**config.mk**
```make
export PLATFORM = sky130hd
export DESIGN_NAME = upsc_top
export DESIGN_NICKNAME = d
export VERILOG_FILES = /design/src/upsc_pkg.sv /design/src/upsc_fifo_if.sv /design/src/upsc_fifo.sv /design/src/upsc_top.sv
export SDC_FILE = /design/constraint.sdc
export NUM_CORES = 1
export LEC_CHECK = 0
export BUFFER_PORTS_ARGS = -buffer_cell sky130_fd_sc_hd__buf_2
export CAP_MARGIN = 10
export CORE_MARGIN = 4
export CORE_UTILIZATION = 25
export DETAILED_ROUTE_END_ITERATION = 16
export GPL_TIMING_DRIVEN = 1
export SETUP_SLACK_MARGIN = 0.15
export SLEW_MARGIN = 10
export SYNTH_ARGS = -nofsm -noshare
export SYNTH_HDL_FRONTEND = slang
export SYNTH_SLANG_ARGS = --single-unit
```
**constraint.sdc**
```tcl
create_clock -name clk -period 3 [get_ports clk]
set_input_delay 0.15 -clock clk [delete_from_list [all_inputs] [get_ports clk]]
set_output_delay 0.15 -clock clk [all_outputs]
set_load 0.05 [all_outputs]
```
**src/upsc_pkg.sv**
```systemverilog
/*
 * Shared constants for the UART power-save and wake control block.
 * Assumes a 125 MHz module clock and a plain strobe register port.
 */
package upsc_pkg;
    localparam int UPSC_WAKE_TIME_NS = 20000000;
    localparam int UPSC_CLK_PERIOD_NS = 8;
    localparam int UPSC_WAKE_CYCLES = (UPSC_WAKE_TIME_NS + UPSC_CLK_PERIOD_NS - 1)
        / UPSC_CLK_PERIOD_NS;
    localparam int UPSC_WCNT_W = 22;
    localparam int UPSC_PCNT_W = 16;
    localparam int UPSC_PERIOD_CYCLES = 4096;
    localparam int UPSC_ON_CYCLES = 256;
    localparam int UPSC_ACTIVE_CYCLES = 1024;
    localparam int UPSC_FIFO_DEPTH = 8;
    localparam int UPSC_DATA_W = 8;
    localparam int UPSC_PRODUCT_VERSION = 2;

    localparam logic [3:0] UPSC_ADDR_CTRL = 4'h0;
    localparam logic [3:0] UPSC_ADDR_STATUS = 4'h4;
    localparam logic [3:0] UPSC_ADDR_RXDATA = 4'h8;

    localparam int UPSC_CTRL_MODE_LSB = 0;
    localparam int UPSC_CTRL_FLOW_BIT = 2;
    localparam logic [1:0] UPSC_MODE_RESET = 2'h0;
    localparam logic UPSC_FLOW_RESET = 1'b1;

    localparam logic [1:0] UPSC_MODE_OFF = 2'h0;
    localparam logic [1:0] UPSC_MODE_PERIODIC = 2'h1;
    localparam logic [1:0] UPSC_MODE_RTS = 2'h2;
    localparam logic [1:0] UPSC_MODE_DTR = 2'h3;

    typedef enum logic [1:0] {
        UPSC_ST_IDLE = 2'b00,
        UPSC_ST_WAKE = 2'b01,
        UPSC_ST_ACTIVE = 2'b10
    } upsc_state_t;
endpackage

```
**src/upsc_fifo_if.sv**
```systemverilog
/*
 * Carrier between the control block and its receive FIFO.
 * Assumes both ends run on the same clock.
 */
`timescale 1ns/100ps
`default_nettype none
interface upsc_fifo_if #(parameter int W = 8, parameter int D = 8);
    logic in_valid;
    logic in_ready;
    logic [W-1:0] in_data;
    logic out_valid;
    logic out_ready;
    logic [W-1:0] out_data;
    logic [$clog2(D+1)-1:0] count;
    modport fifo (input in_valid, in_data, out_ready,
                  output in_ready, out_valid, out_data, count);
    modport user (output in_valid, in_data, out_ready,
                  input in_ready, out_valid, out_data, count);
endinterface
`default_nettype wire

```
**src/upsc_fifo.sv**
```systemverilog
/*
 * Receive FIFO with valid and ready on both sides.
 * Assumes one clock, a clock enable that freezes it, and asynchronous reset.
 */
`timescale 1ns/100ps
`default_nettype none
module upsc_fifo #(
    parameter int W = 8,
    parameter int D = 8
) (
    input wire logic clk,
    input wire logic arst_n,
    input wire logic ce,
    upsc_fifo_if.fifo f
);
    localparam int AW = $clog2(D);
    localparam int CW = $clog2(D+1);
    typedef struct packed {
        logic [D-1:0][W-1:0] mem;
        logic [AW-1:0] wp;
        logic [AW-1:0] rp;
        logic [CW-1:0] cnt;
    } upsc_fifo_st_t;
    upsc_fifo_st_t r_reg;
    upsc_fifo_st_t r_next;
    logic push;
    logic pop;

    assign f.in_ready = (r_reg.cnt != CW'(D));
    assign f.out_valid = (r_reg.cnt != '0);
    assign f.out_data = r_reg.mem[r_reg.rp];
    assign f.count = r_reg.cnt;
    assign push = f.in_valid && f.in_ready;
    assign pop = f.out_ready && f.out_valid;

    always_comb begin
        r_next = r_reg;
        if (push) begin
            r_next.mem[r_reg.wp] = f.in_data;
            r_next.wp = (r_reg.wp == AW'(D-1)) ? '0 : r_reg.wp + 1'b1;
        end
        if (pop) begin
            r_next.rp = (r_reg.rp == AW'(D-1)) ? '0 : r_reg.rp + 1'b1;
        end
        r_next.cnt = r_reg.cnt + CW'(push) - CW'(pop);
    end

    always_ff @(posedge clk or negedge arst_n) begin
        if (!arst_n) begin
            r_reg <= '0;
        end else if (ce) begin
            r_reg <= r_next;
        end
    end
endmodule
`default_nettype wire

```
**src/upsc_top.sv**
```systemverilog
/*
 * UART power-save and wake control, device side, with receive FIFO.
 * Assumes RTS and DTR arrive from pins (active low, ON = low) and that the
 * receiver hands characters over on this clock with valid and ready.
 */
`timescale 1ns/100ps
`default_nettype none
module upsc_top
    import upsc_pkg::*;
#(
    parameter int WAKE_CYCLES = UPSC_WAKE_CYCLES,
    parameter int PERIOD_CYCLES = UPSC_PERIOD_CYCLES,
    parameter int ON_CYCLES = UPSC_ON_CYCLES,
    parameter int ACTIVE_CYCLES = UPSC_ACTIVE_CYCLES,
    parameter int PRODUCT_VERSION = UPSC_PRODUCT_VERSION,
    parameter int FIFO_DEPTH = UPSC_FIFO_DEPTH
) (
    input wire logic clk,
    input wire logic arst_n,
    input wire logic ce,
    input wire logic [3:0] addr,
    input wire logic [31:0] wdata,
    input wire logic wr,
    input wire logic rd,
    output logic [31:0] rdata,
    input wire logic rts_n,
    input wire logic dtr_n,
    output logic cts_n,
    input wire logic tx_pending,
    input wire logic rx_valid,
    input wire logic [7:0] rx_data,
    output logic rx_ready,
    output logic uart_en,
    output logic idle
);
    localparam int CW = $clog2(FIFO_DEPTH+1);

    typedef struct packed {
        logic [1:0] mode;
        logic flow;
        upsc_state_t st;
        logic [UPSC_WCNT_W-1:0] wake_cnt;
        logic [UPSC_PCNT_W-1:0] per_cnt;
        logic [UPSC_PCNT_W-1:0] act_cnt;
        logic uart_en;
        logic cts_n;
        logic rx_ready;
        logic idle;
        logic [31:0] rdata;
        logic rts_s1;
        logic rts_s2;
        logic dtr_s1;
        logic dtr_s2;
    } upsc_st_t;

    upsc_st_t r_reg;
    upsc_st_t r_next;
    logic line_on;
    logic line_mode;
    logic push;
    logic pop;
    logic [CW-1:0] cnt_next;
    logic [1:0] new_mode;
    logic new_flow;

    upsc_fifo_if #(.W(UPSC_DATA_W), .D(FIFO_DEPTH)) fi ();

    upsc_fifo #(.W(UPSC_DATA_W), .D(FIFO_DEPTH)) u_fifo (
        .clk(clk),
        .arst_n(arst_n),
        .ce(ce),
        .f(fi.fifo)
    );

    ////////////////////////////////////////////////////////////////////////////////

    // Characters that arrive while the UART is off are taken and thrown away.
    assign push = rx_valid && r_reg.rx_ready && r_reg.uart_en;
    assign pop = rd && (addr == UPSC_ADDR_RXDATA) && fi.out_valid;
    assign fi.in_valid = push;
    assign fi.in_data = rx_data;
    assign fi.out_ready = pop;
    assign cnt_next = fi.count + CW'(push) - CW'(pop);
    assign line_mode = r_reg.mode[1];
    assign line_on = (r_reg.mode == UPSC_MODE_RTS) ? !r_reg.rts_s2 : !r_reg.dtr_s2;
    assign new_mode = wdata[UPSC_CTRL_MODE_LSB +: 2];
    assign new_flow = wdata[UPSC_CTRL_FLOW_BIT];

    always_comb begin
        r_next = r_reg;
        r_next.rts_s1 = rts_n;
        r_next.rts_s2 = r_reg.rts_s1;
        r_next.dtr_s1 = dtr_n;
        r_next.dtr_s2 = r_reg.dtr_s1;

        // Power-save and flow-control commands.
        if (wr && addr == UPSC_ADDR_CTRL) begin
            r_next.flow = new_flow;
            // An RTS setting is refused when the same write turns flow control on; flow can still be turned on while RTS stays set.
            if (new_mode == UPSC_MODE_DTR && PRODUCT_VERSION == 1) begin
                r_next.mode = r_reg.mode;
            end else if (new_mode == UPSC_MODE_RTS && new_flow) begin
                r_next.mode = r_reg.mode;
            end else begin
                r_next.mode = new_mode;
            end
        end

        unique case (r_reg.st)
            UPSC_ST_IDLE: begin
                r_next.per_cnt = r_reg.per_cnt + 1'b1;
                if (tx_pending || r_reg.mode == UPSC_MODE_OFF) begin
                    r_next.st = UPSC_ST_ACTIVE;
                    r_next.act_cnt = UPSC_PCNT_W'(ACTIVE_CYCLES);
                end else if (line_mode) begin
                    // The wake timer only starts once the line has been seen ON.
                    if (line_on) begin
                        r_next.st = UPSC_ST_WAKE;
                        r_next.wake_cnt = UPSC_WCNT_W'(WAKE_CYCLES - 1);
                    end
                end else if (r_reg.per_cnt >= UPSC_PCNT_W'(PERIOD_CYCLES - 1)) begin
                    r_next.st = UPSC_ST_ACTIVE;
                    r_next.per_cnt = '0;
                    r_next.act_cnt = UPSC_PCNT_W'(ON_CYCLES);
                end
            end
            UPSC_ST_WAKE: begin
                if (!line_mode || !line_on) begin
                    r_next.st = UPSC_ST_IDLE;
                end else if (r_reg.wake_cnt == '0) begin
                    r_next.st = UPSC_ST_ACTIVE;
                end else begin
                    r_next.wake_cnt = r_reg.wake_cnt - 1'b1;
                end
            end
            UPSC_ST_ACTIVE: begin
                if (line_mode) begin
                    if (!line_on && !tx_pending) begin
                        r_next.st = UPSC_ST_IDLE;
                    end
                end else if (r_reg.mode == UPSC_MODE_PERIODIC) begin
                    // Each received character restarts the active window.
                    if (push || tx_pending) begin
                        r_next.act_cnt = UPSC_PCNT_W'(ACTIVE_CYCLES);
                    end else if (r_reg.act_cnt == '0) begin
                        r_next.st = UPSC_ST_IDLE;
                        r_next.per_cnt = '0;
                    end else begin
                        r_next.act_cnt = r_reg.act_cnt - 1'b1;
                    end
                end
            end
            default: begin
                r_next.st = UPSC_ST_IDLE;
            end
        endcase

        // A fresh periodic command with tx_pending low skips the timeout and drops the UART at once.
        if (wr && addr == UPSC_ADDR_CTRL && r_next.mode == UPSC_MODE_PERIODIC
            && r_reg.mode != UPSC_MODE_PERIODIC && !tx_pending) begin
            r_next.st = UPSC_ST_IDLE;
            r_next.per_cnt = '0;
        end

        r_next.uart_en = (r_next.st == UPSC_ST_ACTIVE);
        r_next.cts_n = r_next.flow ? !r_next.uart_en : 1'b0;
        r_next.rx_ready = !r_next.uart_en || (cnt_next != CW'(FIFO_DEPTH));
        r_next.idle = (r_next.st == UPSC_ST_IDLE) && !r_next.uart_en;

        r_next.rdata = 32'h0;
        if (rd) begin
            unique case (addr)
                UPSC_ADDR_CTRL: begin
                    r_next.rdata = {29'h0, r_reg.flow, r_reg.mode};
                end
                UPSC_ADDR_STATUS: begin
                    r_next.rdata = {24'h0, 4'(fi.count), r_reg.st,
                                    (r_reg.st == UPSC_ST_IDLE), r_reg.uart_en};
                end
                UPSC_ADDR_RXDATA: begin
                    r_next.rdata = {23'h0, fi.out_valid, fi.out_data};
                end
                default: begin
                    r_next.rdata = 32'h0;
                end
            endcase
        end
    end

    always_ff @(posedge clk or negedge arst_n) begin
        if (!arst_n) begin
            r_reg <= '0;
            r_reg.mode <= UPSC_MODE_RESET;
            r_reg.flow <= UPSC_FLOW_RESET;
            r_reg.st <= UPSC_ST_IDLE;
            r_reg.cts_n <= 1'b1;
            r_reg.rx_ready <= 1'b1;
            r_reg.idle <= 1'b1;
            r_reg.rts_s1 <= 1'b1;
            r_reg.rts_s2 <= 1'b1;
            r_reg.dtr_s1 <= 1'b1;
            r_reg.dtr_s2 <= 1'b1;
        end else if (ce) begin
            r_reg <= r_next;
        end
    end

    assign rdata = r_reg.rdata;
    assign cts_n = r_reg.cts_n;
    assign rx_ready = r_reg.rx_ready;
    assign uart_en = r_reg.uart_en;
    assign idle = r_reg.idle;

    ////////////////////////////////////////////////////////////////////////////////

    property p_cts_follows_uart;
        @(posedge clk) disable iff (!arst_n)
        r_reg.flow |-> (r_reg.cts_n == !r_reg.uart_en);
    endproperty
    a_cts_follows_uart: assert property (p_cts_follows_uart)
        else $error("CTS does not follow UART enable.");

    property p_line_off_drops;
        @(posedge clk) disable iff (!arst_n)
        ce && line_mode && !line_on && !tx_pending && !wr |=> !r_reg.uart_en;
    endproperty
    a_line_off_drops: assert property (p_line_off_drops)
        else $error("UART still enabled after line OFF.");

    property p_wake_not_early;
        @(posedge clk) disable iff (!arst_n)
        r_reg.st == UPSC_ST_WAKE |-> !r_reg.uart_en;
    endproperty
    a_wake_not_early: assert property (p_wake_not_early)
        else $error("UART enabled during wake delay.");

    property p_wake_done;
        @(posedge clk) disable iff (!arst_n)
        ce && r_reg.st == UPSC_ST_WAKE && r_reg.wake_cnt == '0 && line_on && line_mode && !wr
        |=> r_reg.uart_en;
    endproperty
    a_wake_done: assert property (p_wake_done)
        else $error("UART not enabled when wake delay ended.");

    property p_wake_start;
        @(posedge clk) disable iff (!arst_n)
        ce && r_reg.st == UPSC_ST_IDLE && line_mode && line_on && !tx_pending && !wr
        |=> r_reg.st == UPSC_ST_WAKE && r_reg.wake_cnt == UPSC_WCNT_W'(WAKE_CYCLES - 1);
    endproperty
    a_wake_start: assert property (p_wake_start)
        else $error("Wake timer not loaded on line ON.");

    property p_line_on_stays;
        @(posedge clk) disable iff (!arst_n)
        ce && r_reg.uart_en && line_mode && line_on && !wr |=> r_reg.uart_en;
    endproperty
    a_line_on_stays: assert property (p_line_on_stays)
        else $error("UART dropped while line ON.");

    property p_no_dtr_v01;
        @(posedge clk) disable iff (!arst_n)
        PRODUCT_VERSION == 1 |-> r_reg.mode != UPSC_MODE_DTR;
    endproperty
    a_no_dtr_v01: assert property (p_no_dtr_v01)
        else $error("DTR setting active on version 01.");

    property p_flow_write;
        @(posedge clk) disable iff (!arst_n)
        ce && wr && addr == UPSC_ADDR_CTRL |=> r_reg.flow == $past(wdata[UPSC_CTRL_FLOW_BIT]);
    endproperty
    a_flow_write: assert property (p_flow_write)
        else $error("Flow control bit not updated.");

    property p_drop_when_off;
        @(posedge clk) disable iff (!arst_n)
        ce && !r_reg.uart_en && !pop |=> $stable(fi.count);
    endproperty
    a_drop_when_off: assert property (p_drop_when_off)
        else $error("Data stored while UART disabled.");

    property p_periodic_window;
        @(posedge clk) disable iff (!arst_n)
        ce && r_reg.mode == UPSC_MODE_PERIODIC && r_reg.st == UPSC_ST_ACTIVE
        && r_reg.act_cnt == '0 && !push && !tx_pending && !wr |=> !r_reg.uart_en;
    endproperty
    a_periodic_window: assert property (p_periodic_window)
        else $error("Periodic window did not close.");

    property p_cts_low_flow_off;
        @(posedge clk) disable iff (!arst_n)
        !r_reg.flow |-> !r_reg.cts_n;
    endproperty
    a_cts_low_flow_off: assert property (p_cts_low_flow_off)
        else $error("CTS not low with flow control off.");

    property p_rts_needs_flow_off;
        @(posedge clk) disable iff (!arst_n)
        ce && wr && addr == UPSC_ADDR_CTRL && new_mode == UPSC_MODE_RTS && new_flow
        |=> r_reg.mode == $past(r_reg.mode);
    endproperty
    a_rts_needs_flow_off: assert property (p_rts_needs_flow_off)
        else $error("RTS setting taken with flow control on.");

    property p_dtr_refused_v01;
        @(posedge clk) disable iff (!arst_n)
        ce && wr && addr == UPSC_ADDR_CTRL && new_mode == UPSC_MODE_DTR && PRODUCT_VERSION == 1
        |=> r_reg.mode == $past(r_reg.mode);
    endproperty
    a_dtr_refused_v01: assert property (p_dtr_refused_v01)
        else $error("DTR setting taken on version 01.");

    property p_wake_counts;
        @(posedge clk) disable iff (!arst_n)
        ce && r_reg.st == UPSC_ST_WAKE && r_reg.wake_cnt != '0 && line_mode && line_on && !wr
        |=> r_reg.st == UPSC_ST_WAKE && r_reg.wake_cnt == $past(r_reg.wake_cnt) - 1'b1;
    endproperty
    a_wake_counts: assert property (p_wake_counts)
        else $error("Wake timer did not count down.");

    property p_period_shut;
        @(posedge clk) disable iff (!arst_n)
        ce && r_reg.mode == UPSC_MODE_PERIODIC && r_reg.st == UPSC_ST_IDLE && !tx_pending && !wr
        && r_reg.per_cnt < UPSC_PCNT_W'(PERIOD_CYCLES - 1) |=> !r_reg.uart_en;
    endproperty
    a_period_shut: assert property (p_period_shut)
        else $error("UART opened before the period ended.");

    property p_rx_stored;
        @(posedge clk) disable iff (!arst_n)
        ce && push && !pop |=> fi.count == $past(fi.count) + CW'(1);
    endproperty
    a_rx_stored: assert property (p_rx_stored)
        else $error("Accepted character not stored.");

    property p_rx_popped;
        @(posedge clk) disable iff (!arst_n)
        ce && pop && !push |=> fi.count == $past(fi.count) - CW'(1);
    endproperty
    a_rx_popped: assert property (p_rx_popped)
        else $error("Read character not removed.");

    c_wake_to_active: cover property (@(posedge clk) disable iff (!arst_n)
        r_reg.st == UPSC_ST_WAKE ##1 r_reg.st == UPSC_ST_ACTIVE);
    c_wake_abort: cover property (@(posedge clk) disable iff (!arst_n)
        r_reg.st == UPSC_ST_WAKE ##1 r_reg.st == UPSC_ST_IDLE);
    c_periodic_open: cover property (@(posedge clk) disable iff (!arst_n)
        r_reg.mode == UPSC_MODE_PERIODIC && $rose(r_reg.uart_en));
    c_fifo_full: cover property (@(posedge clk) disable iff (!arst_n)
        fi.count == CW'(FIFO_DEPTH));
    c_rx_in_periodic: cover property (@(posedge clk) disable iff (!arst_n)
        r_reg.mode == UPSC_MODE_PERIODIC && push);
endmodule
`default_nettype wire

```
==> reports/metrics.cfg <==
[global_route]
met2_usage_pct=17.1
grt.met3_usage_pct=2.13
grt_max_degree=74
grt_overflow=0
antenna_found_initial=2
met1_usage_pct=14.7
grt_pass1_wl_mm=30.9
first_global_vias=5814
grt_use_total_pct=10.6
top_usage_layer=met2

[pwr]
p_int_w=0.00506
combPwrFrac_pct=35.5
p_sw_w=0.00322
p_seq_share_pct=38.1
switching_share_pct=38.9
p_per_area_nw_per_um2=885
p_leak_nw=4.13
peakVddDrop_mv=0.490
clock_power_share_pct=26.4

[layout]
area_growth_pct=15.1
fin_nets=867
nFillCells=3314
final_layout_size_suffix_gt1_share_pct=25.5
largest_reg_flops=70
fin_util_pct=29.4
final_common_cell=dfrtp_1
post-route-cell-area_sq_um=9360
layout_common_cells=dfrtp_1, mux2_2, nor2_1

[min_path]
hp-class=in -> reg

[worst_setup_path]
crit_path_start_kind=flop
cp-end-kind=flop
required_ns=3.31
critPathArrivalTime_ns=2.88
worstPathMaxFanout=19
critPathKind=reg -> reg

[timing]
worst_slew_pin_slew_ns=0.903
finalHoldViolCount=0
finalSetupViolations=0
rsz0062_at_grt=no
timing.hold.ws_ns=0.00516
finalCritPeriodShare_pct=85.7
fin_crit_ns=2.57
tns_ns=0
slew_headroom_pct=39.8
fmax_mhz=389
slew_viol_final=0
skew_ns=0.0140

[drt]
drtIter0Drc=360
vias_per_cell=4.79
routed_wl_mm=18.6
detail-route-antenna-nets=0
vias=5958
post_drt_wl_per_cell_microns=15.0
drt_first_pass_iters=4
drc=0

[clocking]
cts-buffers-inserted=17
insertion_delay_ns=0.43
h-tree-depth=4
cts_buffer_depth=2
cts.sinks=150
cts_tree=done
cts_root_buffer=clkbuf_16
clkSlewWorstSetupHoldPaths_ns=0.07

[place]
io_buffers=36
dpl.hpwl_mm=12.8
placed_area_sq_um=8710
gp_congestion=0.794

[die]
chipHeight_microns=188
dieArea_sq_um=35500
rows=65
start_util_pct=25.6
io_pins=89
core-area_sq_um=31800
die_w_microns=188

[logic_synthesis]
ys_warn_count=0
syn_inst=764
yosysSeqAreaShare_pct=46.3
syn_area_sq_um=8130
avgSynthCellArea_sq_um=10.6
synth_edf_count=0
ys_ff_latch=150
synth.distinct_cells=66
synth_ff_type=dfrtp_1
synth-async-reset-ratio_pct=100

[outcome]
status=finished clean

[job]
timing.max_cap.violations=0

synthesized netlist by cell type (all sizes together) (4+ instances only):
cell | instances | area (sq um)
o21ai | 62 | 318
nor2 | 58 | 218
mux2i | 15 | 150
nand3 | 32 | 160
mux2 | 71 | 800
o22a | 9 | 78.8
mux4 | 16 | 360
a21o | 10 | 75.1
dfstp | 8 | 210
nor2b | 8 | 50.1
nand2 | 38 | 143
o41ai | 4 | 35.0
xnor2 | 4 | 35.0
ha | 16 | 200
buf | 42 | 313
o311ai | 5 | 43.8
nor4 | 12 | 75.1
or3 | 14 | 97.6
dfrtp | 142 | 3550
or4 | 8 | 67.6
inv | 26 | 97.6
clkbuf | 28 | 106
nand4 | 4 | 25.0
o2bb2ai | 11 | 96.3
nand2b | 12 | 75.1
o31ai | 5 | 37.5
a21oi | 34 | 170
or2 | 6 | 37.5
and3 | 4 | 25.0
nor3 | 20 | 115
final cells by class:
cell class,instances,area [sq um],share of cell area [%]
diodes,1,2.50,0.0267
clock buffers,17,425,4.54
clock inverters,15,195,2.09
inverters,26,97.6,1.04
multi-input cells,540,3940,42.1
flip-flops and latches,150,3760,40.2
well taps,435,544,5.81
repair buffers,61,392,4.18
layer usage:
layer  vias to the layer above  share of wire (%)
li1                       2810                  -
met1                      2999                 47
met2                       128                 48
met3                        19                4.1
met4                         2                1.0
met5                         -              0.070
kinds of logic (layout without fill, tap and decap cells):
group                      count (synthesis)  in the layout  synth area share [%]
AOI/OAI and AO/OA                        162            162                  12.6
xor gates and xnor gates                   4              4                 0.431
adders and majority gates                 18             18                  2.95
buffers and inverters                     96            119                  6.35
DFF                                      150            150                  46.3
muxes                                    102            102                  16.1
other                                      1             24                0.0461
and+or+nand+nor                          231            231                  15.2
what timing repair did:
action	CTS	global route
endpoints found under the setup margin	0	2
hold endpoints to repair	67	0
buffers inserted	0	0
hold buffers	2	0
resized for setup	0	1
power groups by stage:
| stage | logic [W] | registers [W] | clock network, W |
|---|---|---|---|
| 5_1_grt | 0.00331 | 0.00325 | 0.00232 |
| 3_5_place_dp | 0.00295 | 0.00318 | 0 |
| 3_3_place_gp | 0.00288 | 0.00316 | 0 |
| 6_report | 0.00294 | 0.00316 | 0.00219 |
| 2_1_floorplan | 0.00235 | 0.00304 | 0 |
| 4_1_cts | 0.00296 | 0.00315 | 0.00223 |
stage by stage:
step	power, W	setup WS [ns]	std cells
finish	0.00828	0.430	1245
global route	0.00888	0.249	1244
CTS	0.00834	0.392	1244
detailed placement	0.00613	0.406	1210
global placement	0.00603	0.443	1210
floorplan	0.00539	0.661	786
critical path: stages (launching register included):
cell and delay [ns]:
dfrtp_1 0.43, inv_1 0.10, ha_1 0.14, or4b_1 0.49, or3_4 0.40, nor4b_4 0.27, or3_1 0.14, buf_4 0.23
nor2_1 0.08, o22a_1 0.18
path summary, 6_finish.rpt:
kind / startpoint / to / slack [ns] / cells after the start
max in group asynchronous: arst_n / u_fifo.r_reg[24] / 1.91 / 3
min reg2reg: r_reg[54] / r_reg[54] / 0.46 / 1
max: r_reg[40] / r_reg[50] / 0.43 / 9
min: rts_n / r_next[2] / 0.005 / 2
max reg2reg: r_reg[40] / r_reg[50] / 0.43 / 9
min in group asynchronous: arst_n / rdata[2] / 0.30 / 2
(Power assumes the default switching activity.)
